--- src/logic/dmb_pkg.sv ---
package dmb_pkg;
  // ------------------------------------------------------------
  // operating modes and sequencer states
  // ------------------------------------------------------------
  typedef enum logic [1:0] {
    MODE_GRAPHICS = 2'h0,
    MODE_CHARACTER = 2'h1,
    MODE_MIXED = 2'h2
  } dmb_mode_e;

  typedef enum logic [4:0] {
    ST_IDLE    = 5'h01,
    ST_ADDR    = 5'h02,
    ST_HOLD    = 5'h04,
    ST_RDWAIT  = 5'h08,
    ST_WRBACK  = 5'h10
  } dmb_state_e;

  // ------------------------------------------------------------
  // widths and counts
  // ------------------------------------------------------------
  localparam int  ADDR_W         = 18;
  localparam int  BUS_W          = 16;
  localparam int  CHAR_ADDR_W    = 13;
  localparam int  REFRESH_W      = 8;
  localparam int  LINE_W         = 4;
  localparam int  HS_W           = 8;
  localparam int  CLK_PER_WORD   = 2;
  localparam int  DISPLAY_CLKS   = 2;
  localparam int  RMW_CLKS_MIN   = 4;
  localparam int  ZOOM_W         = 4;
  localparam logic [REFRESH_W-1:0] REFRESH_RESET = 8'h00;
  localparam logic [BUS_W-1:0]     BUS_RESET     = 16'h0000;
endpackage

--- src/logic/dmb_hsync_gen.sv ---
`timescale 1ns/1ps
// word-time sync generator: position and width counted in word times
module dmb_hsync_gen
  import dmb_pkg::*;
(
  // clock and reset
  input  wire logic            sys_clk,
  input  wire logic            arst_n,
  // programming
  input  wire logic [HS_W-1:0] lineWords,
  input  wire logic [HS_W-1:0] syncStart,
  input  wire logic [HS_W-1:0] syncWidth,
  // status
  output logic                 wordTick,
  output logic                 hsyncOut,
  output logic                 hsyncEnd
);
  typedef struct packed {
    logic            phase;
    logic [HS_W-1:0] word;
    logic            sync;
    logic            tick;
    logic            fin;
  } dmb_hs_s;

  dmb_hs_s hs_q;
  dmb_hs_s hs_d;

  // ------------------------------------------------------------
  // counting, resolution one word time = two clocks
  // ------------------------------------------------------------
  always_comb begin
    hs_d = hs_q;
    hs_d.phase = ~hs_q.phase;
    hs_d.tick = hs_q.phase;
    hs_d.fin = 1'b0;
    if (hs_q.phase) begin
      hs_d.word = (hs_q.word >= lineWords) ? '0 : hs_q.word + 1'b1;
      if (hs_d.word == syncStart) begin
        hs_d.sync = 1'b1;
      end else if (hs_d.word == HS_W'(syncStart + syncWidth)) begin
        hs_d.sync = 1'b0;
        hs_d.fin = hs_q.sync;
      end
    end
  end

  always_ff @(posedge sys_clk or negedge arst_n) begin
    if (!arst_n) begin
      hs_q <= '0;
    end else begin
      hs_q <= hs_d;
    end
  end

  assign wordTick = hs_q.tick;
  assign hsyncOut = hs_q.sync;
  assign hsyncEnd = hs_q.fin;
endmodule

--- src/logic/dmb_refresh_ctr.sv ---
`timescale 1ns/1ps
// eight-bit refresh row counter
module dmb_refresh_ctr
  import dmb_pkg::*;
(
  // clock and reset
  input  wire logic                 sys_clk,
  input  wire logic                 arst_n,
  // control
  input  wire logic                 step,
  // value
  output logic [REFRESH_W-1:0]      refreshAddr
);
  typedef struct packed {
    logic [REFRESH_W-1:0] cnt;
  } dmb_rf_s;

  dmb_rf_s rf_q;
  dmb_rf_s rf_d;

  // natural wrap at 8'hff keeps every row visited
  always_comb begin
    rf_d = rf_q;
    if (step) begin
      rf_d.cnt = rf_q.cnt + 1'b1;
    end
  end

  always_ff @(posedge sys_clk or negedge arst_n) begin
    if (!arst_n) begin
      rf_q.cnt <= REFRESH_RESET;
    end else begin
      rf_q <= rf_d;
    end
  end

  assign refreshAddr = rf_q.cnt;
endmodule

--- src/logic/dmb_mem_if.sv ---
`timescale 1ns/1ps
module dmb_mem_if
  import dmb_pkg::*;
#(
  parameter int ZOOM_MAX = 16
)(
  // clock and reset
  input  wire logic                  sys_clk,
  input  wire logic                  arst_n,
  // configuration
  input  wire logic [1:0]            opMode,
  input  wire logic                  refreshEnable,
  input  wire logic                  flybackOnlyModify,
  input  wire logic [ZOOM_W-1:0]     zoomFactor,
  input  wire logic [HS_W-1:0]       lineWords,
  input  wire logic [HS_W-1:0]       syncStart,
  input  wire logic [HS_W-1:0]       syncWidth,
  // raster side
  input  wire logic                  displayActive,
  input  wire logic                  vsyncFlyback,
  input  wire logic [ADDR_W-1:0]     displayAddr,
  input  wire logic [LINE_W-1:0]     lineCount,
  input  wire logic                  cursorOn,
  input  wire logic                  blinkPhase,
  input  wire logic                  nextLineGraphics,
  input  wire logic                  lineClear,
  // drawing command side
  input  wire logic                  modifyReq,
  input  wire logic [ADDR_W-1:0]     modifyAddr,
  input  wire logic [BUS_W-1:0]      modifySetMask,
  input  wire logic [BUS_W-1:0]      modifyClrMask,
  input  wire logic [1:0]            modifyPlane,
  output logic                       modifyDone,
  output logic [BUS_W-1:0]           modifyReadWord,
  // memory pins
  input  wire logic [BUS_W-1:0]      adIn,
  output logic [BUS_W-1:0]           adOut,
  output logic                       adOe,
  output logic                       upper_addr_pin_lo,
  output logic                       upper_addr_pin_hi,
  output logic                       addrLatch,
  output logic                       read_data_strobe_n,
  output logic                       blankOut,
  output logic                       hsyncPin
);
  typedef struct packed {
    dmb_state_e            st;
    logic [5:0]            clk;
    logic [5:0]            len;
    logic                  read_modify_write_cycle;
    logic                  refr;
    logic [BUS_W-1:0]      ad;
    logic                  oe;
    logic                  lo;
    logic                  hi;
    logic                  ale;
    logic                  strb_n;
    logic                  blank;
    logic                  hs;
    logic                  done;
    logic [BUS_W-1:0]      rdWord;
    logic [1:0]            plane;
  } dmb_state_s;

  dmb_state_s s_q;
  dmb_state_s s_d;

  logic                    wordTick;
  logic                    hsyncRaw;
  logic                    hsyncEnd;
  logic                    refreshStep;
  logic [REFRESH_W-1:0]    refreshAddr;
  logic [5:0]              zoomLen;
  logic                    modifyAllowed;
  logic [BUS_W-1:0]        cycAddr;
  logic                    upLo;
  logic                    upHi;

  // ------------------------------------------------------------
  // helpers
  // ------------------------------------------------------------
  dmb_hsync_gen u_hsync (
    .sys_clk   (sys_clk),
    .arst_n    (arst_n),
    .lineWords (lineWords),
    .syncStart (syncStart),
    .syncWidth (syncWidth),
    .wordTick  (wordTick),
    .hsyncOut  (hsyncRaw),
    .hsyncEnd  (hsyncEnd)
  );

  dmb_refresh_ctr u_refresh (
    .sys_clk     (sys_clk),
    .arst_n      (arst_n),
    .step        (refreshStep),
    .refreshAddr (refreshAddr)
  );

  // ------------------------------------------------------------
  // cycle choice and pin values
  // ------------------------------------------------------------
  // zoomed display length: two extra clocks per zoom step
  assign zoomLen = 6'(DISPLAY_CLKS) + 6'({zoomFactor, 1'b0});
  // flyback-only keeps drawing invisible at the cost of draw speed
  assign modifyAllowed = !flybackOnlyModify || !displayActive || vsyncFlyback;

  always_comb begin
    cycAddr = displayAddr[BUS_W-1:0];
    upLo = 1'b0;
    upHi = 1'b0;
    unique case (opMode)
      MODE_CHARACTER: begin
        // top three lines carry the line counter, memory shrinks to 8K words
        cycAddr = {lineCount[2:0], displayAddr[CHAR_ADDR_W-1:0]};
        upHi = cursorOn;
        upLo = lineCount[LINE_W-1];
      end
      MODE_MIXED: begin
        if (hsyncRaw) begin
          upHi = nextLineGraphics;
          upLo = lineClear;
        end else begin
          upHi = cursorOn;
          upLo = blinkPhase;
        end
      end
      default: begin
        upHi = displayAddr[17];
        upLo = displayAddr[16];
      end
    endcase
  end

  // ------------------------------------------------------------
  // memory cycle sequencer
  // ------------------------------------------------------------
  always_comb begin
    s_d = s_q;
    s_d.done = 1'b0;
    s_d.ale = 1'b1;
    s_d.clk = s_q.clk + 1'b1;
    unique case (s_q.st)
      ST_IDLE: begin
        // align first cycle to word boundary
        if (wordTick) begin
          s_d.st = ST_ADDR;
        end
        s_d.clk = '0;
      end
      ST_ADDR: begin
        // clock one: address out, upper pins may move, latch falls
        s_d.ale = 1'b0;
        s_d.oe = 1'b1;
        s_d.read_modify_write_cycle = 1'b0;
        s_d.refr = 1'b0;
        s_d.clk = 6'h01;
        s_d.st = ST_HOLD;
        s_d.len = 6'(DISPLAY_CLKS);
        if (hsyncRaw && refreshEnable) begin
          s_d.refr = 1'b1;
          s_d.ad = {cycAddr[BUS_W-1:REFRESH_W], refreshAddr};
          s_d.lo = upLo;
          s_d.hi = upHi;
        end else if (modifyReq && modifyAllowed) begin
          s_d.read_modify_write_cycle = 1'b1;
          s_d.ad = (opMode == MODE_CHARACTER)
                   ? {lineCount[2:0], modifyAddr[CHAR_ADDR_W-1:0]}
                   : modifyAddr[BUS_W-1:0];
          s_d.lo = (opMode == MODE_GRAPHICS) ? modifyAddr[16] : upLo;
          s_d.hi = (opMode == MODE_GRAPHICS) ? modifyAddr[17] : upHi;
          s_d.len = (zoomFactor > 4'h1) ? zoomLen : 6'(RMW_CLKS_MIN);
          s_d.plane = modifyPlane;
        end else begin
          s_d.ad = cycAddr;
          s_d.lo = upLo;
          s_d.hi = upHi;
          if (zoomFactor != '0 && displayActive) begin
            s_d.len = zoomLen;
          end
        end
        // only true display cycles reach the screen
        s_d.blank = !(displayActive && !hsyncRaw && !s_d.read_modify_write_cycle && !s_d.refr);
      end
      ST_HOLD: begin
        // bus released after the first clock whatever the cycle
        s_d.oe = 1'b0;
        if (s_q.read_modify_write_cycle) begin
          s_d.strb_n = 1'b0;
          s_d.st = ST_RDWAIT;
        end else if (s_q.clk + 1'b1 >= s_q.len) begin
          s_d.st = ST_ADDR;
        end
      end
      ST_RDWAIT: begin
        // sample at the end of the strobe low period, then write back
        if (s_q.clk + 6'h01 >= s_q.len - 6'h01) begin
          s_d.strb_n = 1'b1;
          s_d.rdWord = adIn;
          s_d.ad = (adIn | modifySetMask) & ~modifyClrMask;
          s_d.oe = 1'b1;
          // write-back clock of the modify (clock three at the minimum length): upper pins may change to upLo/upHi outside graphics mode
          s_d.lo = (opMode == MODE_GRAPHICS) ? s_q.lo : upLo;
          s_d.hi = (opMode == MODE_GRAPHICS) ? s_q.hi : upHi;
          s_d.st = ST_WRBACK;
        end
      end
      ST_WRBACK: begin
        // write pulse and turnaround belong to outside logic
        s_d.oe = 1'b0;
        s_d.done = 1'b1;
        s_d.st = ST_ADDR;
      end
      default: begin
        s_d.st = ST_IDLE;
      end
    endcase
    s_d.hs = hsyncRaw;
  end

  // a refresh cycle steps the row counter once it has issued its address
  assign refreshStep = (s_q.st == ST_ADDR) && s_d.refr;

  always_ff @(posedge sys_clk or negedge arst_n) begin
    if (!arst_n) begin
      s_q <= '0;
      s_q.st <= ST_IDLE;
      s_q.ale <= 1'b1;
      s_q.strb_n <= 1'b1;
      s_q.blank <= 1'b1;
      s_q.ad <= BUS_RESET;
    end else begin
      s_q <= s_d;
    end
  end

  // ------------------------------------------------------------
  // outputs, all from flops
  // ------------------------------------------------------------
  assign adOut = s_q.ad;
  assign adOe = s_q.oe;
  assign upper_addr_pin_lo = s_q.lo;
  assign upper_addr_pin_hi = s_q.hi;
  assign addrLatch = s_q.ale;
  assign read_data_strobe_n = s_q.strb_n;
  assign blankOut = s_q.blank;
  assign hsyncPin = s_q.hs;
  assign modifyDone = s_q.done;
  assign modifyReadWord = s_q.rdWord;
endmodule

--- config.mk ---
export PLATFORM = sky130hd
export DESIGN_NAME = dmb_mem_if
export DESIGN_NICKNAME = d
export VERILOG_FILES = /design/src/logic/dmb_pkg.sv /design/src/logic/dmb_hsync_gen.sv /design/src/logic/dmb_refresh_ctr.sv /design/src/logic/dmb_mem_if.sv
export SDC_FILE = /design/constraint.sdc
export NUM_CORES = 1
export LEC_CHECK = 0
export ABC_CLOCK_PERIOD_IN_PS = 6040
export BUFFER_PORTS_ARGS = -buffer_cell sky130_fd_sc_hd__buf_2
export CAP_MARGIN = 0
export CELL_PAD_IN_SITES_DETAIL_PLACEMENT = 1
export CELL_PAD_IN_SITES_GLOBAL_PLACEMENT = 2
export CORE_UTILIZATION = 33
export CTS_BUF_LIST = sky130_fd_sc_hd__clkbuf_2
export DETAILED_ROUTE_END_ITERATION = 8
export GPL_TIMING_DRIVEN = 0
export HOLD_SLACK_MARGIN = 0.06
export PLACE_DENSITY_LB_ADDON = 0.08
export RECOVER_POWER = 25
export SLEW_MARGIN = 5
export SYNTH_ARGS = -nofsm -noshare
export SYNTH_HDL_FRONTEND = slang
export SYNTH_SLANG_ARGS = --single-unit
--- constraint.sdc ---
create_clock -name sys_clk -period 6.04 [get_ports sys_clk]
set_input_delay 1.208 -clock sys_clk [delete_from_list [all_inputs] [get_ports sys_clk]]
set_output_delay 1.208 -clock sys_clk [all_outputs]
set_load 0.05 [all_outputs]
==> flow_results.xml <==
<?xml version="1.0" encoding="UTF-8"?>
<metrics>
  <group name="synth">
    <metric name="synth-edff-count" unit="">0</metric>
    <metric name="synthesis.area" unit="um2">5152</metric>
    <metric name="ys_types" unit="">51</metric>
    <metric name="synth_warnings" unit="">0</metric>
    <metric name="netlist_instances" unit="">582</metric>
    <metric name="synth_fp_nets" unit="">748</metric>
    <metric name="synth_flop_cell" unit="">sky130_fd_sc_hd__dfrtp_1</metric>
    <metric name="post_synthesis_area_per_instance" unit="um2">8.853</metric>
    <metric name="synth-async-reset-ratio" unit="">1.000</metric>
    <metric name="synth.yosys.seq_area_share" unit="">0.3701</metric>
    <metric name="ys_seq_elements" unit="">76</metric>
  </group>
  <group name="setup_path">
    <metric name="crit_end" unit="">modifyReadWord[9]$_DFFE_PN0P_</metric>
    <metric name="critPathSlowestCell" unit="">sky130_fd_sc_hd__nor2_1</metric>
    <metric name="reg2reg_slack" unit="ns">2.60</metric>
    <metric name="critical_path.max_fanout" unit="">10</metric>
    <metric name="critical_path.cell_chain" unit="">ha_1 &gt; inv_1 &gt; ha_1 &gt; nor2b_1 &gt; o22ai_1 &gt; a21o_1 &gt; a21oi_1 &gt; o21a_1 &gt; nor2_1 &gt; buf_2 &gt; mux2_2</metric>
    <metric name="setup.worst_path.end_class" unit="">register</metric>
    <metric name="crit_top_cell" unit="">sky130_fd_sc_hd__ha_1</metric>
    <metric name="timing.critical_path.slowest_cell_delay" unit="ns">0.72</metric>
    <metric name="worst-setup-path-type" unit="">reg -&gt; reg</metric>
    <metric name="crit_start" unit="">s_q[50]$_DFF_PN0_</metric>
    <metric name="timing.critical_path.from_type" unit="">register</metric>
    <metric name="regToRegEndpoint" unit="">modifyReadWord[9]$_DFFE_PN0P_</metric>
    <metric name="crit_arrival" unit="ns">3.90</metric>
    <metric name="worst-path-stages" unit="">11</metric>
    <metric name="reg2reg_from" unit="">s_q[50]$_DFF_PN0_</metric>
    <metric name="path_buf_inv" unit="">2</metric>
    <metric name="cp_data_required_time" unit="ns">6.50</metric>
    <metric name="timing.reg2reg.worst_path_depth" unit="">11</metric>
    <metric name="path_delay_family" unit="">simple AND/OR/NAND/NOR gates</metric>
  </group>
  <group name="grt">
    <metric name="antenna_violations_before_repair" unit="">6</metric>
    <metric name="grt.total_usage" unit="">0.2005</metric>
    <metric name="grt_remaining_overflow" unit="">0</metric>
    <metric name="grt_max_degree" unit="">40</metric>
    <metric name="first_pass_grt_wire_length" unit="um">24980</metric>
    <metric name="vias_in_the_first_global_route" unit="">5055</metric>
  </group>
  <group name="floorplanning">
    <metric name="rows" unit="">45</metric>
    <metric name="dieWidth" unit="um">127.0</metric>
    <metric name="die_height" unit="um">127.0</metric>
    <metric name="start_util" unit="">0.3389</metric>
    <metric name="die-area" unit="um2">16120</metric>
    <metric name="core_region_area" unit="um2">15200</metric>
    <metric name="floorplan.io_pins" unit="">171</metric>
  </group>
  <group name="placed_design">
    <metric name="buffer_ports.inserted" unit="">168</metric>
    <metric name="pre_cts_slack" unit="ns">2.226</metric>
    <metric name="dpl.hpwl" unit="um">12460</metric>
    <metric name="post-place-cells" unit="">939</metric>
    <metric name="routabilityCongestion" unit="">0.7789</metric>
  </group>
  <group name="sta">
    <metric name="timing_max_transition_violations_final" unit="">39</metric>
    <metric name="period_share" unit="">0.5695</metric>
    <metric name="timing.fmax" unit="MHz">290.7</metric>
    <metric name="fin_ws" unit="ns">2.600</metric>
    <metric name="actual_transition_at_the_worst_max_transition_pin" unit="ns">2.307</metric>
    <metric name="slew-limit-headroom" unit="">-0.5382</metric>
    <metric name="layout_skew" unit="ns">0.02697</metric>
    <metric name="period_minus_slack" unit="ns">3.440</metric>
    <metric name="totalNegativeSetupSlack" unit="ns">0</metric>
    <metric name="hold_viol" unit="">0</metric>
    <metric name="grt_setup_unrepaired" unit="">no</metric>
    <metric name="setup_viol_count_final" unit="">0</metric>
  </group>
  <group name="clocking">
    <metric name="ctsResizeCount" unit="">0</metric>
    <metric name="path_clk_slew" unit="ns">0.22</metric>
    <metric name="post_cts_hold_buffer_count" unit="">0</metric>
    <metric name="cts-buffers-inserted" unit="">9</metric>
    <metric name="clock_insertion_delay_worst_skew" unit="ns">0.57</metric>
    <metric name="root_driver" unit="">sky130_fd_sc_hd__clkbuf_2</metric>
    <metric name="cts-root-to-sink-buffers" unit="">2</metric>
    <metric name="cts.sinks" unit="">76</metric>
    <metric name="tritoncts" unit="">built</metric>
    <metric name="clock_tree.htree_level_count" unit="">3</metric>
    <metric name="post-cts-setup-buffers" unit="">0</metric>
  </group>
  <group name="route">
    <metric name="route.antenna.remaining_nets" unit="">0</metric>
    <metric name="drc_errors" unit="">0</metric>
    <metric name="dr_total_vias" unit="">4760</metric>
    <metric name="dr_pass1_iterations" unit="">4</metric>
    <metric name="detail_route.vias_per_cell" unit="">4.953</metric>
    <metric name="drt_iter0_markers" unit="">146</metric>
    <metric name="routed_wl" unit="um">15510</metric>
    <metric name="wl_per_cell" unit="um">16.14</metric>
  </group>
  <group name="pwr">
    <metric name="total_power_per_unit_cell_area" unit="nW/um2">423.5</metric>
    <metric name="power_total" unit="mW">2.687</metric>
    <metric name="leakage" unit="nW">3.229</metric>
    <metric name="vdd_ir_drop_max" unit="mV">0.1799</metric>
  </group>
  <group name="finish">
    <metric name="layout-area-overhead-vs-synth" unit="%">23.12</metric>
    <metric name="drive_above_1_share" unit="">0.3259</metric>
    <metric name="final_util" unit="">0.4173</metric>
    <metric name="nNetsFinal" unit="">928</metric>
    <metric name="final_cell_count_no_fill" unit="">961</metric>
  </group>
  <group name="status">
    <metric name="status" unit="">finished with violations</metric>
    <metric name="violations" unit="">capacitance limit, slew limit</metric>
  </group>
  <group name="flow_run">
    <metric name="cap_viol_max_count" unit="">1</metric>
  </group>
  <group name="worst_hold_path">
    <metric name="tightest_hold_check_type" unit="">reg -&gt; reg</metric>
  </group>
</metrics>
[registers in the layout (all words and copies together), names as in the netlist, 8 cells and up]
name / cells
modifyReadWord: 16
s_q: 17
u_hsync.hs_q: 8
adOut: 16
u_refresh.refreshAddr: 8
[layer usage]
layer,track usage,wire (um),part of all wire,vias up
met1,0.2385,6776,0.44,2281
li1,-,-,-,2346
met2,0.3542,7767,0.50,108
met4,0.08613,336,0.022,2
met3,0.03585,621,0.040,23
met5,0,9,0.00058,-
[power by group]
group,switching (mW),leakage [nW],internal (mW)
registers,0.137,0.959,0.691
logic,1.01,2.22,0.598
clock network,0.196,0.0528,0.0513
[cells in the mapped netlist (5+ instances only)]
cell | instances | share of area
sky130_fd_sc_hd__clkbuf_1 | 13 | 0.0095
sky130_fd_sc_hd__o211ai_1 | 7 | 0.010
sky130_fd_sc_hd__mux2i_1 | 14 | 0.027
sky130_fd_sc_hd__ha_1 | 34 | 0.083
sky130_fd_sc_hd__nor3_1 | 19 | 0.018
sky130_fd_sc_hd__o21ai_0 | 30 | 0.029
sky130_fd_sc_hd__dfrtp_1 | 72 | 0.35
sky130_fd_sc_hd__nor2_1 | 78 | 0.057
sky130_fd_sc_hd__nand4_1 | 5 | 0.0061
sky130_fd_sc_hd__nand3_1 | 27 | 0.026
sky130_fd_sc_hd__nand2_1 | 37 | 0.027
sky130_fd_sc_hd__a21oi_1 | 46 | 0.045
sky130_fd_sc_hd__inv_1 | 30 | 0.022
sky130_fd_sc_hd__mux2_2 | 23 | 0.050
sky130_fd_sc_hd__buf_4 | 32 | 0.047
sky130_fd_sc_hd__xnor2_1 | 27 | 0.046
sky130_fd_sc_hd__a21o_1 | 5 | 0.0073
sky130_fd_sc_hd__nor2b_1 | 9 | 0.011
sky130_fd_sc_hd__xor2_1 | 10 | 0.017
sky130_fd_sc_hd__and3_1 | 6 | 0.0073
[kinds of logic (layout without fill, tap and decap cells)]
kind of cell	count (synthesis)	in the layout	share of synthesized area
and+or+nand+nor	199	199	0.1826
AOI/OAI and AO/OA	115	115	0.1302
buffers and inverters	82	267	0.08597
DFF	76	76	0.3701
xor gates and xnor gates	38	38	0.06727
muxes	37	37	0.07746
adders and majority gates	35	35	0.08645
other	0	6	0
[cell usage in the layout (no fill, tap or decap), drive strengths merged, types with 7 or more instances in the layout]
master and count:
a21oi 46, buf 205, clkbuf 25, dfrtp 72, ha 34, inv 31
mux2 23, mux2i 14, nand2 37, nand3 27, nor2 79, nor2b 9
nor3 19, o211ai 7, o21ai 32, xnor2 27, xor2 10
[per-stage QoR]
step / hold slack, ns / area [um2]
2_1_floorplan: 0.3519 / 5152
3_3_place_gp: 0.4046 / 6228
3_5_place_dp: 0.4022 / 6251
4_1_cts: 0.4128 / 6334
5_1_grt: 0.4172 / 6341
6_report: 0.4159 / 6344
[cell type report]
| cell class | instances | area (um2) |
|---|---|---|
| fillers | 1908 | 8859 |
| multi-input cells | 424 | 2803 |
| flip-flops and latches | 76 | 1907 |
| repair buffers | 169 | 859.6 |
| plain buffers | 51 | 322.8 |
| well taps | 188 | 235.2 |
| inverters | 31 | 118.9 |
| clock buffers | 10 | 50.05 |
| clock inverters | 6 | 32.53 |
| diodes | 6 | 15.01 |
[how the worst min path moves through the flow]
| stage | start | end | cells after the start | slack [ns] |
|---|---|---|---|---|
| after detailed placement | u_hsync.hsyncOut$_DFFE_PN0P_ | hsyncPin$_DFF_PN0_ | 0 | 0.40 |
| after floorplan | u_hsync.hsyncOut$_DFFE_PN0P_ | hsyncPin$_DFF_PN0_ | 0 | 0.35 |
| after global routing | u_hsync.hsyncOut$_DFFE_PN0P_ | hsyncPin$_DFF_PN0_ | 0 | 0.42 |
| final | u_hsync.hsyncOut$_DFFE_PN0P_ | hsyncPin$_DFF_PN0_ | 0 | 0.42 |
| after CTS | u_hsync.hsyncOut$_DFFE_PN0P_ | hsyncPin$_DFF_PN0_ | 0 | 0.41 |
| after global placement | u_hsync.hsyncOut$_DFFE_PN0P_ | hsyncPin$_DFF_PN0_ | 0 | 0.40 |
[worst reg2reg max path, delay by kind of cell, from the launching register on]
family          cells  cell delay, ns
compound gates      4            0.55
mux                 1            0.38
simple gates        2            0.86
flops               1            0.50
buf+inv             2            0.48
fa+ha+maj           2            0.60
No activity file was read; power rests on OpenSTA's default activity.
